## src/tc_holdoff_pkg.sv

```systemverilog
// Package of constants and carrier types for the time code hold-off and jam block
// Overview of operation
// - External auto-record follows advancing incoming code
// - Hold-off programmable zero to eight seconds, tenths
// - Factory hold-off value is two seconds
// - Record pending raised on code detection
// - Record starts only after hold-off elapses
// - Hold-off applies only in auto-record modes
// - Pre-roll file start at detection, else expiry
// - Jam from incoming loads generator from input
// - Missing incoming code flagged invalid, show dashes
// - Cross-rate jam waits for second boundary
// - Jam to zero clears every generator field
// - Preset limited to valid code, jam loads it
// - Seven user-bit modes, flag no editable part
// - Drop-frame skips two frames non-tenth minutes
// - Jam view shows both rates, external first
package tc_holdoff_pkg;
  localparam int CLK_HZ = 40000000;
  localparam int TENTH_MS = 100;
  localparam int TICK_CYC = CLK_HZ / 1000 * TENTH_MS;
  localparam logic [6:0] HOLDOFF_MAX = 7'h50;
  localparam logic [6:0] HOLDOFF_RST = 7'h14;
  localparam logic [4:0] RATE_RST = 5'h1E;
  localparam logic [4:0] HOUR_MAX = 5'h17;
  localparam logic [5:0] MINSEC_MAX = 6'h3B;
  localparam logic [4:0] FRAME_MAX = 5'h1D;
  localparam logic [2:0] UB_MODES = 3'h7;
  localparam logic [7:0] UB_NOEDIT_MASK = 8'h0C;
  localparam logic [11:0] APB_HOLDOFF = 12'h000;
  localparam logic [11:0] APB_MODE = 12'h004;
  localparam logic [11:0] APB_CMD = 12'h008;
  localparam logic [11:0] APB_PRESET = 12'h00C;
  localparam logic [11:0] APB_STATUS = 12'h010;
  localparam logic [11:0] APB_EXT = 12'h014;
  localparam logic [11:0] APB_GEN = 12'h018;
  localparam logic [11:0] APB_IRQ_STAT = 12'h01C;
  localparam logic [11:0] APB_IRQ_EN = 12'h020;
  localparam logic [11:0] APB_IRQ_CLR = 12'h024;

  typedef enum logic [2:0] {
    MODE_OFF = 3'b000,
    MODE_FREE = 3'b001,
    MODE_EXT = 3'b010,
    MODE_EXT_CONT = 3'b011,
    MODE_AUTO = 3'b100,
    MODE_AUTO_CONT = 3'b101
  } tc_mode_type;

  typedef enum logic [1:0] {
    AR_IDLE = 2'b00,
    AR_PENDING = 2'b01,
    AR_RECORD = 2'b10
  } ar_state_type;

  typedef struct packed {
    logic [4:0] hours;
    logic [5:0] minutes;
    logic [5:0] seconds;
    logic [4:0] frames;
  } tc_value_type;
endpackage

```

## src/timecode_holdoff_jam.sv

```systemverilog
// Time code hold-off, auto-record and generator jam logic with APB registers
`timescale 1ns/1ps
`default_nettype none
module timecode_holdoff_jam #(
  parameter int TICK_CYCLES = tc_holdoff_pkg::TICK_CYC
) (
  input wire logic mclk_i,
  input wire logic arst_n_i,
  input wire logic ce_i,
  input wire logic psel_i,
  input wire logic penable_i,
  input wire logic pwrite_i,
  input wire logic [11:0] paddr_i,
  input wire logic [31:0] pwdata_i,
  output logic [31:0] prdata_o,
  output logic pready_o,
  output logic pslverr_o,
  input wire logic frame_tick_i,
  input wire logic ext_valid_i,
  input wire tc_holdoff_pkg::tc_value_type ext_tc_i,
  input wire logic [4:0] ext_rate_i,
  input wire logic preroll_set_i,
  output logic record_pending_o,
  output logic recording_o,
  output logic file_from_detect_o,
  output logic ext_dashes_o,
  output tc_holdoff_pkg::tc_value_type gen_tc_o,
  output logic no_editable_field_notice_o,
  output logic irq_o
);
  if (TICK_CYCLES < 1) begin : g_tick_check
    $error("TICK_CYCLES must be at least one");
  end

  logic [6:0] holdoff_r;
  tc_holdoff_pkg::tc_mode_type mode_r;
  logic drop_r;
  logic [2:0] ubmode_r;
  logic [4:0] rate_r;
  tc_holdoff_pkg::tc_value_type preset_r;
  tc_holdoff_pkg::tc_value_type gen_r;
  tc_holdoff_pkg::tc_value_type ext_prev_r;
  tc_holdoff_pkg::ar_state_type ar_r;
  logic [31:0] tick_cnt_r;
  logic [6:0] tenth_r;
  logic xjam_pend_r;
  logic [2:0] irq_stat_r;
  logic [2:0] irq_en_r;
  logic ext_valid_d_r;

  wire wr = psel_i && penable_i && pwrite_i && ce_i;
  wire auto_mode = (mode_r == tc_holdoff_pkg::MODE_AUTO) ||
    (mode_r == tc_holdoff_pkg::MODE_AUTO_CONT);
  wire ext_adv = ext_valid_i && frame_tick_i && (ext_tc_i != ext_prev_r);
  wire cmd_wr = wr && (paddr_i == tc_holdoff_pkg::APB_CMD);
  wire jam_ext = cmd_wr && pwdata_i[0];
  wire jam_zero = cmd_wr && pwdata_i[1];
  wire jam_preset = cmd_wr && pwdata_i[2];
  wire rates_differ = ext_rate_i != rate_r;
  wire ext_sec_edge = ext_valid_i && (ext_tc_i.frames == 5'h00);
  wire tick = (tick_cnt_r == 32'(TICK_CYCLES - 1));
  wire expired = (tenth_r >= holdoff_r);
  wire pend_ev = ext_valid_i && !ext_valid_d_r;
  wire rec_ev = (ar_r == tc_holdoff_pkg::AR_PENDING) && expired;
  wire cancel_ev = (ar_r == tc_holdoff_pkg::AR_PENDING) && !ext_valid_i;

  function automatic logic preset_ok(input tc_holdoff_pkg::tc_value_type v);
    preset_ok = (v.hours <= tc_holdoff_pkg::HOUR_MAX) &&
      (v.minutes <= tc_holdoff_pkg::MINSEC_MAX) &&
      (v.seconds <= tc_holdoff_pkg::MINSEC_MAX) &&
      (v.frames <= tc_holdoff_pkg::FRAME_MAX);
  endfunction

  function automatic tc_holdoff_pkg::tc_value_type tc_inc(
      input tc_holdoff_pkg::tc_value_type v, input logic drop);
    tc_holdoff_pkg::tc_value_type n;
    n = v;
    if (v.frames != tc_holdoff_pkg::FRAME_MAX) begin
      n.frames = v.frames + 5'h01;
    end else begin
      n.frames = 5'h00;
      if (v.seconds != tc_holdoff_pkg::MINSEC_MAX) begin
        n.seconds = v.seconds + 6'h01;
      end else begin
        n.seconds = 6'h00;
        if (v.minutes != tc_holdoff_pkg::MINSEC_MAX) begin
          n.minutes = v.minutes + 6'h01;
        end else begin
          n.minutes = 6'h00;
          n.hours = (v.hours == tc_holdoff_pkg::HOUR_MAX) ? 5'h00 : v.hours + 5'h01;
        end
        // Frames 0 and 1 skipped except every tenth minute
        if (drop && ((n.minutes % 6'h0A) != 6'h00)) begin
          n.frames = 5'h02;
        end
      end
    end
    tc_inc = n;
  endfunction

  // Settings registers
  always_ff @(posedge mclk_i or negedge arst_n_i) begin
    if (!arst_n_i) begin
      holdoff_r <= tc_holdoff_pkg::HOLDOFF_RST;
      mode_r <= tc_holdoff_pkg::MODE_OFF;
      drop_r <= 1'b0;
      ubmode_r <= 3'h0;
      rate_r <= tc_holdoff_pkg::RATE_RST;
      preset_r <= '0;
      irq_en_r <= 3'h0;
    end else if (wr) begin
      case (paddr_i)
        tc_holdoff_pkg::APB_HOLDOFF: begin
          // Out-of-range values are clipped rather than refused
          holdoff_r <= (pwdata_i[6:0] > tc_holdoff_pkg::HOLDOFF_MAX) ?
            tc_holdoff_pkg::HOLDOFF_MAX : pwdata_i[6:0];
        end
        tc_holdoff_pkg::APB_MODE: begin
          mode_r <= tc_holdoff_pkg::tc_mode_type'(pwdata_i[2:0]);
          drop_r <= pwdata_i[3];
          if (pwdata_i[6:4] < tc_holdoff_pkg::UB_MODES) begin
            ubmode_r <= pwdata_i[6:4];
          end
          rate_r <= pwdata_i[12:8];
        end
        tc_holdoff_pkg::APB_PRESET: begin
          if (preset_ok(pwdata_i[21:0])) begin
            preset_r <= pwdata_i[21:0];
          end
        end
        tc_holdoff_pkg::APB_IRQ_EN: begin
          irq_en_r <= pwdata_i[2:0];
        end
        default: begin
        end
      endcase
    end
  end

  // Previous incoming code and validity for advance and detect
  always_ff @(posedge mclk_i or negedge arst_n_i) begin
    if (!arst_n_i) begin
      ext_prev_r <= '0;
      ext_valid_d_r <= 1'b0;
    end else if (ce_i) begin
      ext_valid_d_r <= ext_valid_i;
      if (frame_tick_i) begin
        ext_prev_r <= ext_tc_i;
      end
    end
  end

  // Tenth-second tick and hold-off count
  always_ff @(posedge mclk_i or negedge arst_n_i) begin
    if (!arst_n_i) begin
      tick_cnt_r <= 32'h0;
      tenth_r <= 7'h00;
    end else if (ce_i) begin
      if (ar_r != tc_holdoff_pkg::AR_PENDING) begin
        tick_cnt_r <= 32'h0;
        tenth_r <= 7'h00;
      end else if (tick) begin
        tick_cnt_r <= 32'h0;
        if (!expired) begin
          tenth_r <= tenth_r + 7'h01;
        end
      end else begin
        tick_cnt_r <= tick_cnt_r + 32'h1;
      end
    end
  end

  // Auto-record sequencer
  always_ff @(posedge mclk_i or negedge arst_n_i) begin
    if (!arst_n_i) begin
      ar_r <= tc_holdoff_pkg::AR_IDLE;
    end else if (ce_i) begin
      case (ar_r)
        tc_holdoff_pkg::AR_IDLE: begin
          if (auto_mode && ext_valid_i) begin
            ar_r <= tc_holdoff_pkg::AR_PENDING;
          end
        end
        tc_holdoff_pkg::AR_PENDING: begin
          if (!auto_mode || !ext_valid_i) begin
            ar_r <= tc_holdoff_pkg::AR_IDLE;
          end else if (expired) begin
            ar_r <= tc_holdoff_pkg::AR_RECORD;
          end
        end
        tc_holdoff_pkg::AR_RECORD: begin
          // Stationary or lost code stops the take
          if (!auto_mode || !ext_valid_i || (frame_tick_i && !ext_adv)) begin
            ar_r <= tc_holdoff_pkg::AR_IDLE;
          end
        end
        default: begin
          ar_r <= tc_holdoff_pkg::AR_IDLE;
        end
      endcase
    end
  end

  // Generator: jams have priority over running
  always_ff @(posedge mclk_i or negedge arst_n_i) begin
    if (!arst_n_i) begin
      gen_r <= '0;
      xjam_pend_r <= 1'b0;
    end else if (ce_i) begin
      if (jam_zero) begin
        gen_r <= '0;
        xjam_pend_r <= 1'b0;
      end else if (jam_preset) begin
        gen_r <= preset_r;
        xjam_pend_r <= 1'b0;
      end else if ((jam_ext || xjam_pend_r) && ext_valid_i) begin
        if (!rates_differ || ext_sec_edge) begin
          // A jam landing on a frame tick in free-run mode takes the next frame so both stay in step
          gen_r <= (frame_tick_i && (mode_r == tc_holdoff_pkg::MODE_FREE)) ?
            tc_inc(ext_tc_i, drop_r) : ext_tc_i;
          xjam_pend_r <= 1'b0;
        end else begin
          xjam_pend_r <= 1'b1;
        end
      end else if (frame_tick_i) begin
        if (mode_r == tc_holdoff_pkg::MODE_OFF) begin
          gen_r <= gen_r;
        end else if (auto_mode && ar_r != tc_holdoff_pkg::AR_RECORD) begin
          gen_r <= gen_r;
        end else if ((mode_r != tc_holdoff_pkg::MODE_FREE) && ext_valid_i) begin
          gen_r <= ext_tc_i;
        end else begin
          gen_r <= tc_inc(gen_r, drop_r);
        end
      end
    end
  end

  // Sticky events: pending, record start, cancel; set wins over clear
  always_ff @(posedge mclk_i or negedge arst_n_i) begin
    if (!arst_n_i) begin
      irq_stat_r <= 3'h0;
    end else if (ce_i) begin
      irq_stat_r <= (irq_stat_r & ~((wr && paddr_i == tc_holdoff_pkg::APB_IRQ_CLR) ?
        pwdata_i[2:0] : 3'h0)) | {cancel_ev, rec_ev, pend_ev && auto_mode};
    end
  end

  // Read data
  always_ff @(posedge mclk_i or negedge arst_n_i) begin
    if (!arst_n_i) begin
      prdata_o <= 32'h0;
    end else if (ce_i && psel_i && !penable_i) begin
      case (paddr_i)
        tc_holdoff_pkg::APB_HOLDOFF: prdata_o <= {25'h0, holdoff_r};
        tc_holdoff_pkg::APB_MODE: prdata_o <= {19'h0, rate_r, 1'b0, ubmode_r, drop_r, mode_r};
        tc_holdoff_pkg::APB_PRESET: prdata_o <= {10'h0, preset_r};
        tc_holdoff_pkg::APB_STATUS: begin
          // Incoming rate above configured rate, as in the jam view
          prdata_o <= {11'h0, ext_rate_i, 3'h0, rate_r, 4'h0,
            no_editable_field_notice_o, !ext_valid_i, recording_o, record_pending_o};
        end
        tc_holdoff_pkg::APB_EXT: prdata_o <= {9'h0, !ext_valid_i, ext_tc_i};
        tc_holdoff_pkg::APB_GEN: prdata_o <= {10'h0, gen_r};
        tc_holdoff_pkg::APB_IRQ_STAT: prdata_o <= {29'h0, irq_stat_r};
        tc_holdoff_pkg::APB_IRQ_EN: prdata_o <= {29'h0, irq_en_r};
        default: prdata_o <= 32'h0;
      endcase
    end
  end

  assign pready_o = 1'b1;
  assign pslverr_o = 1'b0;
  assign record_pending_o = (ar_r == tc_holdoff_pkg::AR_PENDING);
  assign recording_o = (ar_r == tc_holdoff_pkg::AR_RECORD);
  assign file_from_detect_o = preroll_set_i;
  assign ext_dashes_o = !ext_valid_i;
  assign gen_tc_o = gen_r;
  assign no_editable_field_notice_o = tc_holdoff_pkg::UB_NOEDIT_MASK[ubmode_r];
  assign irq_o = |(irq_stat_r & irq_en_r);

  AST_HOLDOFF_MAX: assert property (@(posedge mclk_i) disable iff (!arst_n_i)
    holdoff_r <= tc_holdoff_pkg::HOLDOFF_MAX) else $error("hold-off above limit");
  AST_REC_AFTER_PEND: assert property (@(posedge mclk_i) disable iff (!arst_n_i)
    $rose(recording_o) |-> $past(record_pending_o) && $past(expired))
    else $error("record without hold-off");
  AST_PEND_ONLY_AUTO: assert property (@(posedge mclk_i) disable iff (!arst_n_i)
    $rose(record_pending_o) |-> $past(auto_mode) && $past(ext_valid_i))
    else $error("pending outside auto mode");
  AST_CANCEL: assert property (@(posedge mclk_i) disable iff (!arst_n_i)
    ce_i && record_pending_o && !ext_valid_i |=> !record_pending_o && !recording_o)
    else $error("pending not cancelled");
  AST_ZERO: assert property (@(posedge mclk_i) disable iff (!arst_n_i)
    ce_i && jam_zero |=> gen_tc_o == '0) else $error("jam zero failed");
  AST_PRESET: assert property (@(posedge mclk_i) disable iff (!arst_n_i)
    ce_i && jam_preset && !jam_zero |=> gen_tc_o == $past(preset_r))
    else $error("jam preset failed");
  AST_JAM_EXT: assert property (@(posedge mclk_i) disable iff (!arst_n_i)
    ce_i && jam_ext && !jam_zero && !jam_preset && ext_valid_i && !rates_differ &&
    !frame_tick_i |=> gen_tc_o == $past(ext_tc_i)) else $error("jam external failed");
  AST_DROP: assert property (@(posedge mclk_i) disable iff (!arst_n_i)
    ce_i && frame_tick_i && drop_r && (mode_r == tc_holdoff_pkg::MODE_FREE) && !cmd_wr &&
    !xjam_pend_r && (gen_r.frames == tc_holdoff_pkg::FRAME_MAX) &&
    (gen_r.seconds == tc_holdoff_pkg::MINSEC_MAX)
    |=> gen_tc_o.frames == (((gen_tc_o.minutes % 6'h0A) == 6'h00) ? 5'h00 : 5'h02))
    else $error("drop frame violated");
  AST_DASHES: assert property (@(posedge mclk_i) disable iff (!arst_n_i)
    ce_i && psel_i && !penable_i && (paddr_i == tc_holdoff_pkg::APB_EXT)
    |=> prdata_o[22] == $past(ext_dashes_o)) else $error("invalid flag mismatch");
endmodule
`default_nettype wire
```

## config.mk

```make
export PLATFORM = sky130hd
export DESIGN_NAME = timecode_holdoff_jam
export DESIGN_NICKNAME = d
export VERILOG_FILES = /design/src/tc_holdoff_pkg.sv /design/src/timecode_holdoff_jam.sv
export SDC_FILE = /design/constraint.sdc
export NUM_CORES = 1
export LEC_CHECK = 0
export BUFFER_PORTS_ARGS = -buffer_cell sky130_fd_sc_hd__buf_2
export CORE_MARGIN = 2
export CORE_UTILIZATION = 40
export DETAILED_ROUTE_END_ITERATION = 16
export PLACE_DENSITY = 0.56
export SYNTH_ARGS = -nofsm -noshare
export SYNTH_HDL_FRONTEND = slang
export SYNTH_SLANG_ARGS = --single-unit
```

## constraint.sdc

```tcl
create_clock -name mclk_i -period 7.5 [get_ports mclk_i]
set_input_delay 0 -clock mclk_i [delete_from_list [all_inputs] [get_ports mclk_i]]
set_output_delay 0 -clock mclk_i [all_outputs]
set_load 0.01 [all_outputs]
```

==> out/results.ini, run 1 <==
[outcome]
status=complete, no violations

[sta]
hold_viol=0
rsz0062_at_grt=no
layout_min_cycle_time_ps=4490
finalMaxSlewViolations=0
max-slew-margin-rel_pct=29.9
finalCritPeriodShare_pct=59.8
holdWs_ps=0.00443
skew_ps=17.4
tightestPinTransition_ps=1050
max_freq_mhz=223
setup_viol_count_final=0
finalSetupTns_ps=0

[cts]
clk_path_buf_depth=2
path_clk_slew_ps=80
cts-htree-levels=4
clkLatencyLatePin_ps=440
cts_tree=built
root_buffer=clkbuf_16
cts_buffers=17
cts.sinks=157
post_cts_resized=0

[logic_synthesis]
synth.avg_cell_area_um2=8.88
yosysUniqueCellTypes=75
ys_ff_latch=157
synthFlopType=dfrtp_1
yosys_warnings=0
synth_edf_count=0
syn_area_um2=10200
syn_inst=1145
synthArstFlopShare_pct=100
ys_seq_area_share_pct=38.7

[routing]
vias_per_cell=5.78
vias=9223
dr.pass1.iters=8
wire_per_inst_um=19.6
ant_nets=0
dr.first_iter.drc_count=796
drc=0
routed_wl_mm=31.4

[setup_path]
cp.required_ps=7800
worstSetupPathType=reg2reg
r2r_slack_ps=3010
crit_arrival_ps=4780
end_kind=register
r2r-end=gen_tc_o[1]
worst_setup_path_start_kind=register
r2r-start=gen_tc_o[11]
crit_fanout=12
reg2reg_depth=16

[global_routing]
grt_overflow=0
grt_pass1_wl_mm=49.3
grt_max_degree=91
grt_util_all_layers_pct=23.7
grt_pass1_vias=8931
antenna_found_initial=1

[die]
die_h_um=163
ioPinCount=142
rows=58
initial_utilization_pct=40.5
core_um2=25100
die_area_um2=26700
die_x_um=163

[cells_and_area]
area_growth_pct=16.8
final_nets=1360
layout_commonest_cell=dfrtp_1
final.fill_count=2448
mostFrequentLayoutCells=dfrtp_1 (151), nand2_1 (121), buf_2 (117)
layout-drive-gt1-share_pct=18.9

[pwr]
peakVddDrop_uv=134
p_leak_nw=5.32
p_per_area_nw_per_um2=164

[min_path]
holdPathStages=0
hp-class=in2out
hold_end=file_from_detect_o
worstHoldStart=preroll_set_i

[place]
hpwl_mm=22.5
globalplace.congestion=0.891
numPortBuffers=118

[run]
maxCapViolCount=0

flip-flops by register name, summed over array words and instances, names as in the netlist, 5 cells and up:
| name | flops |
|---|---|
| gen_tc_o | 22 |
| holdoff_r | 7 |
| ext_prev_r | 22 |
| prdata_o | 23 |
| preset_r | 22 |
| tick_cnt_r | 32 |
| rate_r | 5 |
| tenth_r | 7 |
metrics by stage:
step	cell area, µm²	cells	utilization [%]	worst slack, ps	power, W
4_1_cts	11900	1595	47.3	3070	0.00197
5_1_grt	11900	1596	47.3	2560	0.00203
3_5_place_dp	10900	1521	43.4	3100	0.00109
3_3_place_gp	10900	1521	43.4	3170	0.00109
2_1_floorplan	10200	1154	-	3660	0.00102
6_report	11900	1596	47.3	3010	0.00195
cells in the mapped netlist, types with 8 or more instances:
cell type / count / area share (%)
nor3_1: 30 / 1.5
a21o_1: 16 / 1.2
nand2_1: 121 / 4.5
clkbuf_1: 62 / 2.3
nand3_1: 46 / 2.3
a21oi_1: 52 / 2.6
nand2b_1: 18 / 1.1
xor2_1: 45 / 3.9
xnor2_1: 25 / 2.2
a211oi_1: 8 / 0.59
nor4_1: 10 / 0.62
nor2_1: 80 / 3.0
buf_2: 16 / 0.79
mux2_2: 54 / 6.0
dfrtp_1: 151 / 37
o31ai_1: 14 / 1.0
and3_1: 20 / 1.2
buf_4: 12 / 0.89
a222oi_1: 22 / 2.2
ha_1: 28 / 3.4
a31oi_1: 11 / 0.68
inv_1: 33 / 1.2
and2_1: 11 / 0.68
a22oi_1: 8 / 0.59
o22ai_1: 9 / 0.55
nand4_1: 19 / 1.2
o21ai_0: 83 / 4.1
critical path, stage by stage, from the launching register on:
cell      delay [ps]
dfrtp_1          610
ha_1             420
o211ai_1         200
a21oi_1          260
ha_1             290
nor2b_1          140
a221o_1          280
a211oi_2         370
inv_1             90
o21ai_0          180
a21oi_1          110
ha_1             220
o41ai_1          370
a311oi_1         110
o221ai_1         200
nor4b_1          360
o31ai_1          130
cells by family after synthesis:
kind of cell,synth area share [%]
AND/OR/NAND/NOR,20.2
AO/OA/AOI/OAI,19.4
flip-flops,38.7
buffers and inverters,5.45
XOR/XNOR,6.03
multiplexers,6.57
adder cells (fa/ha/maj),3.54
other,0.0738
per-layer routing:
metal / vias to the layer above / routed length, µm / global-route usage, %
li1: 4364 / - / -
met1: 4488 / 13600 / 31.9
met2: 319 / 14700 / 38.1
met3: 52 / 2110 / 4.42
met4: 0 / 917 / 8.37
met5: - / 0 / 0
repair_timing:
action	4_1_cts	5_1_grt
hold buffers	42	0
hold endpoints to repair	146	0
setup buffers	0	0
worst max-delay path by stage:
stage	startpoint	endpoint	slack, ps	cells past startpoint
2_1_floorplan	gen_tc_o[12]	gen_tc_o[1]	3660	17
5_1_grt	gen_tc_o[11]	gen_tc_o[1]	2560	16
6_report	gen_tc_o[11]	gen_tc_o[1]	3010	16
3_5_place_dp	gen_tc_o[11]	gen_tc_o[1]	3100	16
4_1_cts	gen_tc_o[11]	gen_tc_o[1]	3070	16
3_3_place_gp	gen_tc_o[11]	gen_tc_o[1]	3170	16
cell type report:
| class | instances | area, µm² | share of cell area [%] |
|---|---|---|---|
| clock inverters | 12 | 104 | 0.874 |
| diodes | 1 | 2.50 | 0.0211 |
| flip-flops and latches | 157 | 3940 | 33.1 |
| inverters | 33 | 124 | 1.04 |
| multi-input cells | 871 | 5730 | 48.2 |
| well taps | 330 | 413 | 3.48 |
| repair buffers | 172 | 1110 | 9.32 |
| clock buffers | 20 | 467 | 3.93 |
power by group:
group / internal (W) / switching (W) / total, W
clock: 0.000460 / 0.000396 / 0.000856
sequential: 0.000864 / 0.0000113 / 0.000876
combinational: 0.0000863 / 0.000132 / 0.000218
(Power assumes the default switching activity.)
==> inputs of run 2 (changes only) <==
clock period = 4.35 ns   (was 7.5 ns; I/O delays follow)
==> out/results.ini, run 2 (synthesis gave the netlist of run 1 again) <==
[outcome]
status=complete, no violations  ; unchanged

[setup_path]
critical_path.top_delay_family=compound AO/OA/AOI/OAI gates  ; unchanged
r2r-end=gen_tc_o[1]  ; unchanged
end_kind=register  ; unchanged
worstPathCellList=ha_1, and4b_1, a21oi_1, ha_1, nor2b_1, a221o_1, a211oi_2, inv_1, o21ai_0, a21oi_1, ha_1, o41ai_1, a311oi_1, o221ai_1, nor4b_1, o31ai_1  ; was ha_1, o211ai_1, a21oi_1, ha_1, nor2b_1, a221o_1, a211oi_2, inv_1, o21ai_0, a21oi_1, ha_1, o41ai_1, a311oi_1, o221ai_1, nor4b_1, o31ai_1
slowest_delay_ps=380  ; was 610 ps
path_buf_inv=1  ; unchanged
crit_arrival_ps=4330  ; was 4780 ps
reg2reg_depth=16  ; unchanged
worst_setup_path_start_kind=register  ; unchanged
r2r_slack_ps=320  ; was 3010 ps
r2r-start=gen_tc_o[11]  ; unchanged
crit_fanout=10  ; was 12
crit_top_cell=ha_1  ; unchanged
cpMaxStageDelayCell=dfrtp_1  ; unchanged
worstSetupPathType=reg2reg  ; unchanged
cp.required_ps=4650  ; was 7800 ps

[pwr]
peakVddDrop_uv=256  ; was 134 µV
switching_share_pct=27.2  ; was 27.7%
clkPwrFrac_pct=45.2  ; was 43.9%
p_int_w=0.00251  ; was 0.00141 W
p_per_area_nw_per_um2=287  ; was 164 nW/µm²
p_leak_nw=5.37  ; was 5.32 nW
combPwrFrac_pct=11.0  ; was 11.2%
switchingPower_w=0.000937  ; was 0.000539 W
seq_power_share_pct=43.8  ; was 44.9%
power.total_w=0.00344  ; was 0.00195 W

[sta]
hold_viol=0  ; unchanged
max-slew-margin-rel_pct=30.1  ; was 29.9%
skew_ps=15.1  ; was 17.4 ps
finalSetupTns_ps=0  ; unchanged
tightestPinTransition_ps=1050  ; about the same
finalCritPeriodShare_pct=92.6  ; was 59.8%
finalMaxSlewViolations=0  ; unchanged
max_freq_mhz=248  ; was 223 MHz
setup_viol_count_final=0  ; unchanged
layout_min_cycle_time_ps=4030  ; was 4490 ps
rsz0062_at_grt=no  ; unchanged

[cells_and_area]
mostFrequentLayoutCells=dfrtp_1 (151), nand2_1 (121), buf_2 (117)  ; unchanged
layout_commonest_cell=dfrtp_1  ; unchanged
area_growth_pct=17.8  ; was 16.8%
final.fill_count=2471  ; was 2448
regArea_um2=3940  ; unchanged
largest_registers=tick_cnt_r x32, prdata_o x23  ; unchanged
final_cell_area_um2=12000  ; was 11900 µm²
layout-drive-gt1-share_pct=19.4  ; was 18.9%
largest_register_ffs=32  ; unchanged
final_nets=1367  ; was 1360
finalNonFillerCells=1604  ; was 1596
multiInputGateArea_um2=5730  ; about the same
top_register=tick_cnt_r  ; unchanged

[die]
die_area_um2=26700  ; unchanged
die_h_um=163  ; unchanged
ioPinCount=142  ; unchanged
die_x_um=163  ; unchanged
initial_utilization_pct=40.5  ; unchanged
core_um2=25100  ; unchanged
rows=58  ; unchanged

[cts]
root_buffer=clkbuf_16  ; unchanged
post-cts-setup-buffers=0  ; unchanged
cts_buffers=17  ; unchanged
clk_path_buf_depth=2  ; unchanged
clkLatencyLatePin_ps=430  ; was 440 ps
ctsHoldBuffers=41  ; was 42
cts-htree-levels=4  ; unchanged
cts.sinks=157  ; unchanged
path_clk_slew_ps=70  ; was 80 ps
cts_tree=built  ; unchanged
post_cts_resized=0  ; unchanged

[min_path]
worstHoldStart=preroll_set_i  ; unchanged
holdPathStages=0  ; unchanged
hold_end=file_from_detect_o  ; unchanged
hp-class=in2out  ; unchanged

[routing]
ant_nets=0  ; unchanged
vias=9239  ; was 9223
drc=0  ; unchanged
routed_wl_mm=31.4  ; about the same
dr.pass1.iters=7  ; was 8
dr.first_iter.drc_count=935  ; was 796
vias_per_cell=5.76  ; was 5.78
wire_per_inst_um=19.6  ; about the same

[global_routing]
grt_pass1_vias=8722  ; was 8931
grt_pass1_wl_mm=49.1  ; was 49.3 mm
grt_overflow=0  ; unchanged
grt_util_all_layers_pct=23.7  ; about the same
antenna_found_initial=2  ; was 1
grt_max_degree=93  ; was 91

[place]
hpwl_mm=22.7  ; was 22.5 mm
placed_cell_area_um2=11000  ; was 10900 µm²
dp_cells=1529  ; was 1521
numPortBuffers=118  ; unchanged
globalplace.congestion=0.884  ; was 0.891

[run]
maxCapViolCount=0  ; unchanged

run 2: changes by cell type in the layout (fill, tap and decap cells not counted), sizes merged:
cell and delta:
buf +8, clkbuf -3, clkinv -3, bufinv +2
clkinvlp +2, inv +2, diode +1, dlygate4sd3 -1
run 2: worst max path at each step:
| stage | from | to | slack (ps) | cells past startpoint |
|---|---|---|---|---|
| finish | gen_tc_o[11] | gen_tc_o[1] | 320 | 16 |
| global route | gen_tc_o[11] | gen_tc_o[1] | 90 | 16 |
| CTS | gen_tc_o[11] | gen_tc_o[1] | 340 | 16 |
| floorplan | gen_tc_o[12] | gen_tc_o[1] | 510 | 17 |
| detailed placement | gen_tc_o[11] | gen_tc_o[1] | 350 | 16 |
| global placement | gen_tc_o[11] | gen_tc_o[1] | 460 | 16 |
run 2: cell type report:
cell class                 count  area share, %
antenna                        2         0.0418
sequential                   157           32.8
inverter                      33           1.03
clock inverter                15           1.48
tap                          330           3.45
multi-input combinational    871           47.8
clock buffer                  17           3.55
timing repair buffer         179           9.76
run 2: per-stage QoR:
stage	setup slack, ps	hold slack, ps	utilization, %
final	321	0.00443	47.7
after global routing	87.7	0.0312	47.7
after CTS	337	0.119	47.7
after global placement	460	0.119	43.7
after detailed placement	351	0.119	43.7
after floorplan	514	-296	-
run 2: power by group through the flow:
stage | Combinational (W) | Clock (W) | Sequential, W
2_1_floorplan | 0.000216 | 0 | 0.00153
3_3_place_gp | 0.000345 | 0 | 0.00154
3_5_place_dp | 0.000348 | 0 | 0.00154
4_1_cts | 0.000379 | 0.00158 | 0.00151
5_1_grt | 0.000421 | 0.00164 | 0.00151
6_report | 0.000379 | 0.00156 | 0.00151
run 2: worst reg2reg max path, delay by kind of cell, from the launching register on:
| family | cells | cell delay [ps] |
|---|---|---|
| compound gates | 9 | 1920 |
| flops | 1 | 380 |
| fa+ha+maj | 3 | 820 |
| simple gates | 3 | 690 |
| buf+inv | 1 | 100 |
run 2: layer usage:
layer / wire [µm] / up-vias / share of wire, % / global-route usage (%)
li1: - / 4395 / - / -
met1: 14000 / 4475 / 45 / 32.4
met2: 14800 / 320 / 47 / 38.4
met3: 1850 / 49 / 5.9 / 4.16
met4: 715 / 0 / 2.3 / 7.54
met5: 0 / - / 0 / 0
==> inputs of run 3 (changes only) <==
CORE_UTILIZATION = 53   (was 40)
PLACE_DENSITY = 0.74   (was 0.56)
clock period = 3.6 ns   (was 4.35 ns; I/O delays follow)
==> out/results.ini, run 3 (synthesis gave the netlist of run 1 again) <==
[outcome]
status=finished with violations  ; was complete, no violations
violations=negative setup slack

[cts]
clkLatencyLatePin_ps=430  ; about the same
cts_buffers=17  ; unchanged
path_clk_slew_ps=60  ; was 70 ps
clk_path_buf_depth=2  ; unchanged
cts_tree=built  ; unchanged
cts-htree-levels=4  ; unchanged
cts.sinks=157  ; unchanged
root_buffer=clkbuf_16  ; unchanged

[global_routing]
antenna_found_initial=0  ; was 2
grt_overflow=0  ; unchanged
grt_max_degree=102  ; was 93
grt_util_all_layers_pct=29.4  ; was 23.7%
grt_pass1_wl_mm=47.0  ; was 49.1 mm
grt_pass1_vias=9105  ; was 8722

[pwr]
p_leak_nw=5.56  ; was 5.37 nW
seq_power_share_pct=44.4  ; was 43.8%
power.total_w=0.00411  ; was 0.00344 W
p_int_w=0.00304  ; was 0.00251 W
peakVddDrop_uv=346  ; was 256 µV
combPwrFrac_pct=11.2  ; was 11.0%
switching_share_pct=26.1  ; was 27.2%
clkPwrFrac_pct=44.4  ; was 45.2%
p_per_area_nw_per_um2=337  ; was 287 nW/µm²
switchingPower_w=0.00107  ; was 0.000937 W

[cells_and_area]
top_register=tick_cnt_r  ; unchanged
final.fill_count=1513  ; was 2471
final_nets=1400  ; was 1367
area_growth_pct=19.9  ; was 17.8%
largest_register_ffs=32  ; unchanged
largest_registers=tick_cnt_r x32, prdata_o x23  ; unchanged
regArea_um2=3940  ; about the same
layout_commonest_cell=dfrtp_1  ; unchanged
layout-drive-gt1-share_pct=23.1  ; was 19.4%
final_util_pct=65.0  ; was 47.7%
mostFrequentLayoutCells=dfrtp_1 (150), nand2_1 (121), buf_2 (117)  ; was dfrtp_1 (151), nand2_1 (121), buf_2 (117)
antenna-diode-count=0  ; was 2
multiInputGateArea_um2=5840  ; was 5730 µm²

[sta]
layout_min_cycle_time_ps=3740  ; was 4030 ps
finalMaxSlewViolations=0  ; unchanged
setup_ws_ps=-139  ; was 321 ps
skew_ps=8.14  ; was 15.1 ps
rsz0062_at_grt=yes  ; was no
finalCritPeriodShare_pct=104  ; was 92.6%
hold_viol=0  ; unchanged
max-slew-margin-rel_pct=30.3  ; was 30.1%
finalSetupTns_ps=-139  ; was 0 ps
tightestPinTransition_ps=1040  ; was 1050 ps
setup_viol_count_final=1  ; was 0
max_freq_mhz=267  ; was 248 MHz

[setup_path]
startpoint=gen_tc_o[13]  ; was gen_tc_o[11]
end_kind=register  ; unchanged
cp-endpoint=gen_tc_o[1]  ; unchanged
r2r-start=gen_tc_o[13]  ; was gen_tc_o[11]
crit_fanout=6  ; was 10
cp.required_ps=3930  ; was 4650 ps
reg2reg_depth=16  ; unchanged
worstSetupPathType=reg2reg  ; unchanged
worst_setup_path_start_kind=register  ; unchanged
crit_arrival_ps=4070  ; was 4330 ps
r2r_slack_ps=-140  ; was 320 ps
r2r-end=gen_tc_o[1]  ; unchanged

[routing]
dr.first_iter.drc_count=1126  ; was 935
drc=0  ; unchanged
dr.pass1.iters=9  ; was 7
wire_per_inst_um=19.8  ; was 19.6 µm
vias_per_cell=6.25  ; was 5.76
routed_wl_mm=30.5  ; was 31.4 mm
ant_nets=0  ; unchanged
vias=9620  ; was 9239

[run]
maxCapViolCount=0  ; unchanged

[die]
rows=50  ; was 58
initial_utilization_pct=54.2  ; was 40.5%
ioPinCount=142  ; unchanged
die_h_um=143  ; was 163 µm
die_x_um=143  ; was 163 µm
die_area_um2=20300  ; was 26700 µm²
core_um2=18800  ; was 25100 µm²

[place]
globalplace.congestion=0.964  ; was 0.884
numPortBuffers=118  ; unchanged
hpwl_mm=21.5  ; was 22.7 mm

[min_path]
hp-class=in2out  ; unchanged

-- run 3: worst min-delay path by stage --
| stage | endpoint | start | cells past startpoint |
|---|---|---|---|
| after detailed placement | file_from_detect_o | preroll_set_i | 0 |
| after floorplan | ar_r[0] | arst_n_i | 0 |
| after CTS | file_from_detect_o | preroll_set_i | 0 |
| after global placement | file_from_detect_o | preroll_set_i | 0 |
| after global routing | file_from_detect_o | preroll_set_i | 0 |
| final | file_from_detect_o | preroll_set_i | 0 |
-- run 3: power groups by stage --
stage                     Sequential (W)  Clock [W]  Combinational (W)
final                            0.00183    0.00183           0.000460
after detailed placement         0.00186          0           0.000418
after global placement           0.00186          0           0.000412
after floorplan                  0.00185          0           0.000262
after CTS                        0.00183    0.00185           0.000452
after global routing             0.00183    0.00194           0.000505
-- run 3: repair_timing --
item | CTS | global route
setup buffers | 3 | 10
endpoints found under the hold margin | 153 | 0
endpoints found under the setup margin | 1 | 1
pin swaps | 6 | 15
gates resized for setup | 4 | 18
hold buffers | 37 | 0
-- run 3: per-stage QoR --
step / instances / instance area [µm²] / worst slack [ps] / hold slack [ps]
3_3_place_gp: 1457 / 11000 / 66.5 / 0.119
2_1_floorplan: 1154 / 10200 / 0.866 / -296
6_report: 1539 / 12200 / -139 / 0.00443
4_1_cts: 1529 / 12000 / 3.78 / 0.119
3_5_place_dp: 1457 / 11000 / -96.1 / 0.119
5_1_grt: 1539 / 12200 / -241 / 0.0300
-- run 3: critical path, stage by stage, from the launching register on --
cell      delay [ps]
dfrtp_1          440
o211ai_1         440
a21oi_4          130
ha_4             270
nor2b_1          120
a221o_1          280
a211oi_2         290
inv_2             80
o21ai_2          160
a21oi_2          100
ha_2             210
nor2_2           140
o41ai_2          120
a311oi_1         300
o221ai_1         160
nor4b_2          170
o31ai_1          240
-- run 3: routing by layer --
metal	vias up	share of wire [%]	global-route usage [%]
met5	-	0	0
met4	0	4.1	12.8
met3	95	8.9	6.39
met2	510	46	47.0
met1	4567	41	38.6
li1	4448	-	-
-- run 3: cell type report --
cell class	instances	area share (%)
sequential	157	32.3
timing repair buffer	212	11.6
inverter	33	1.02
clock buffer	18	3.60
multi-input combinational	871	47.9
clock inverter	14	1.28
tap	234	2.40
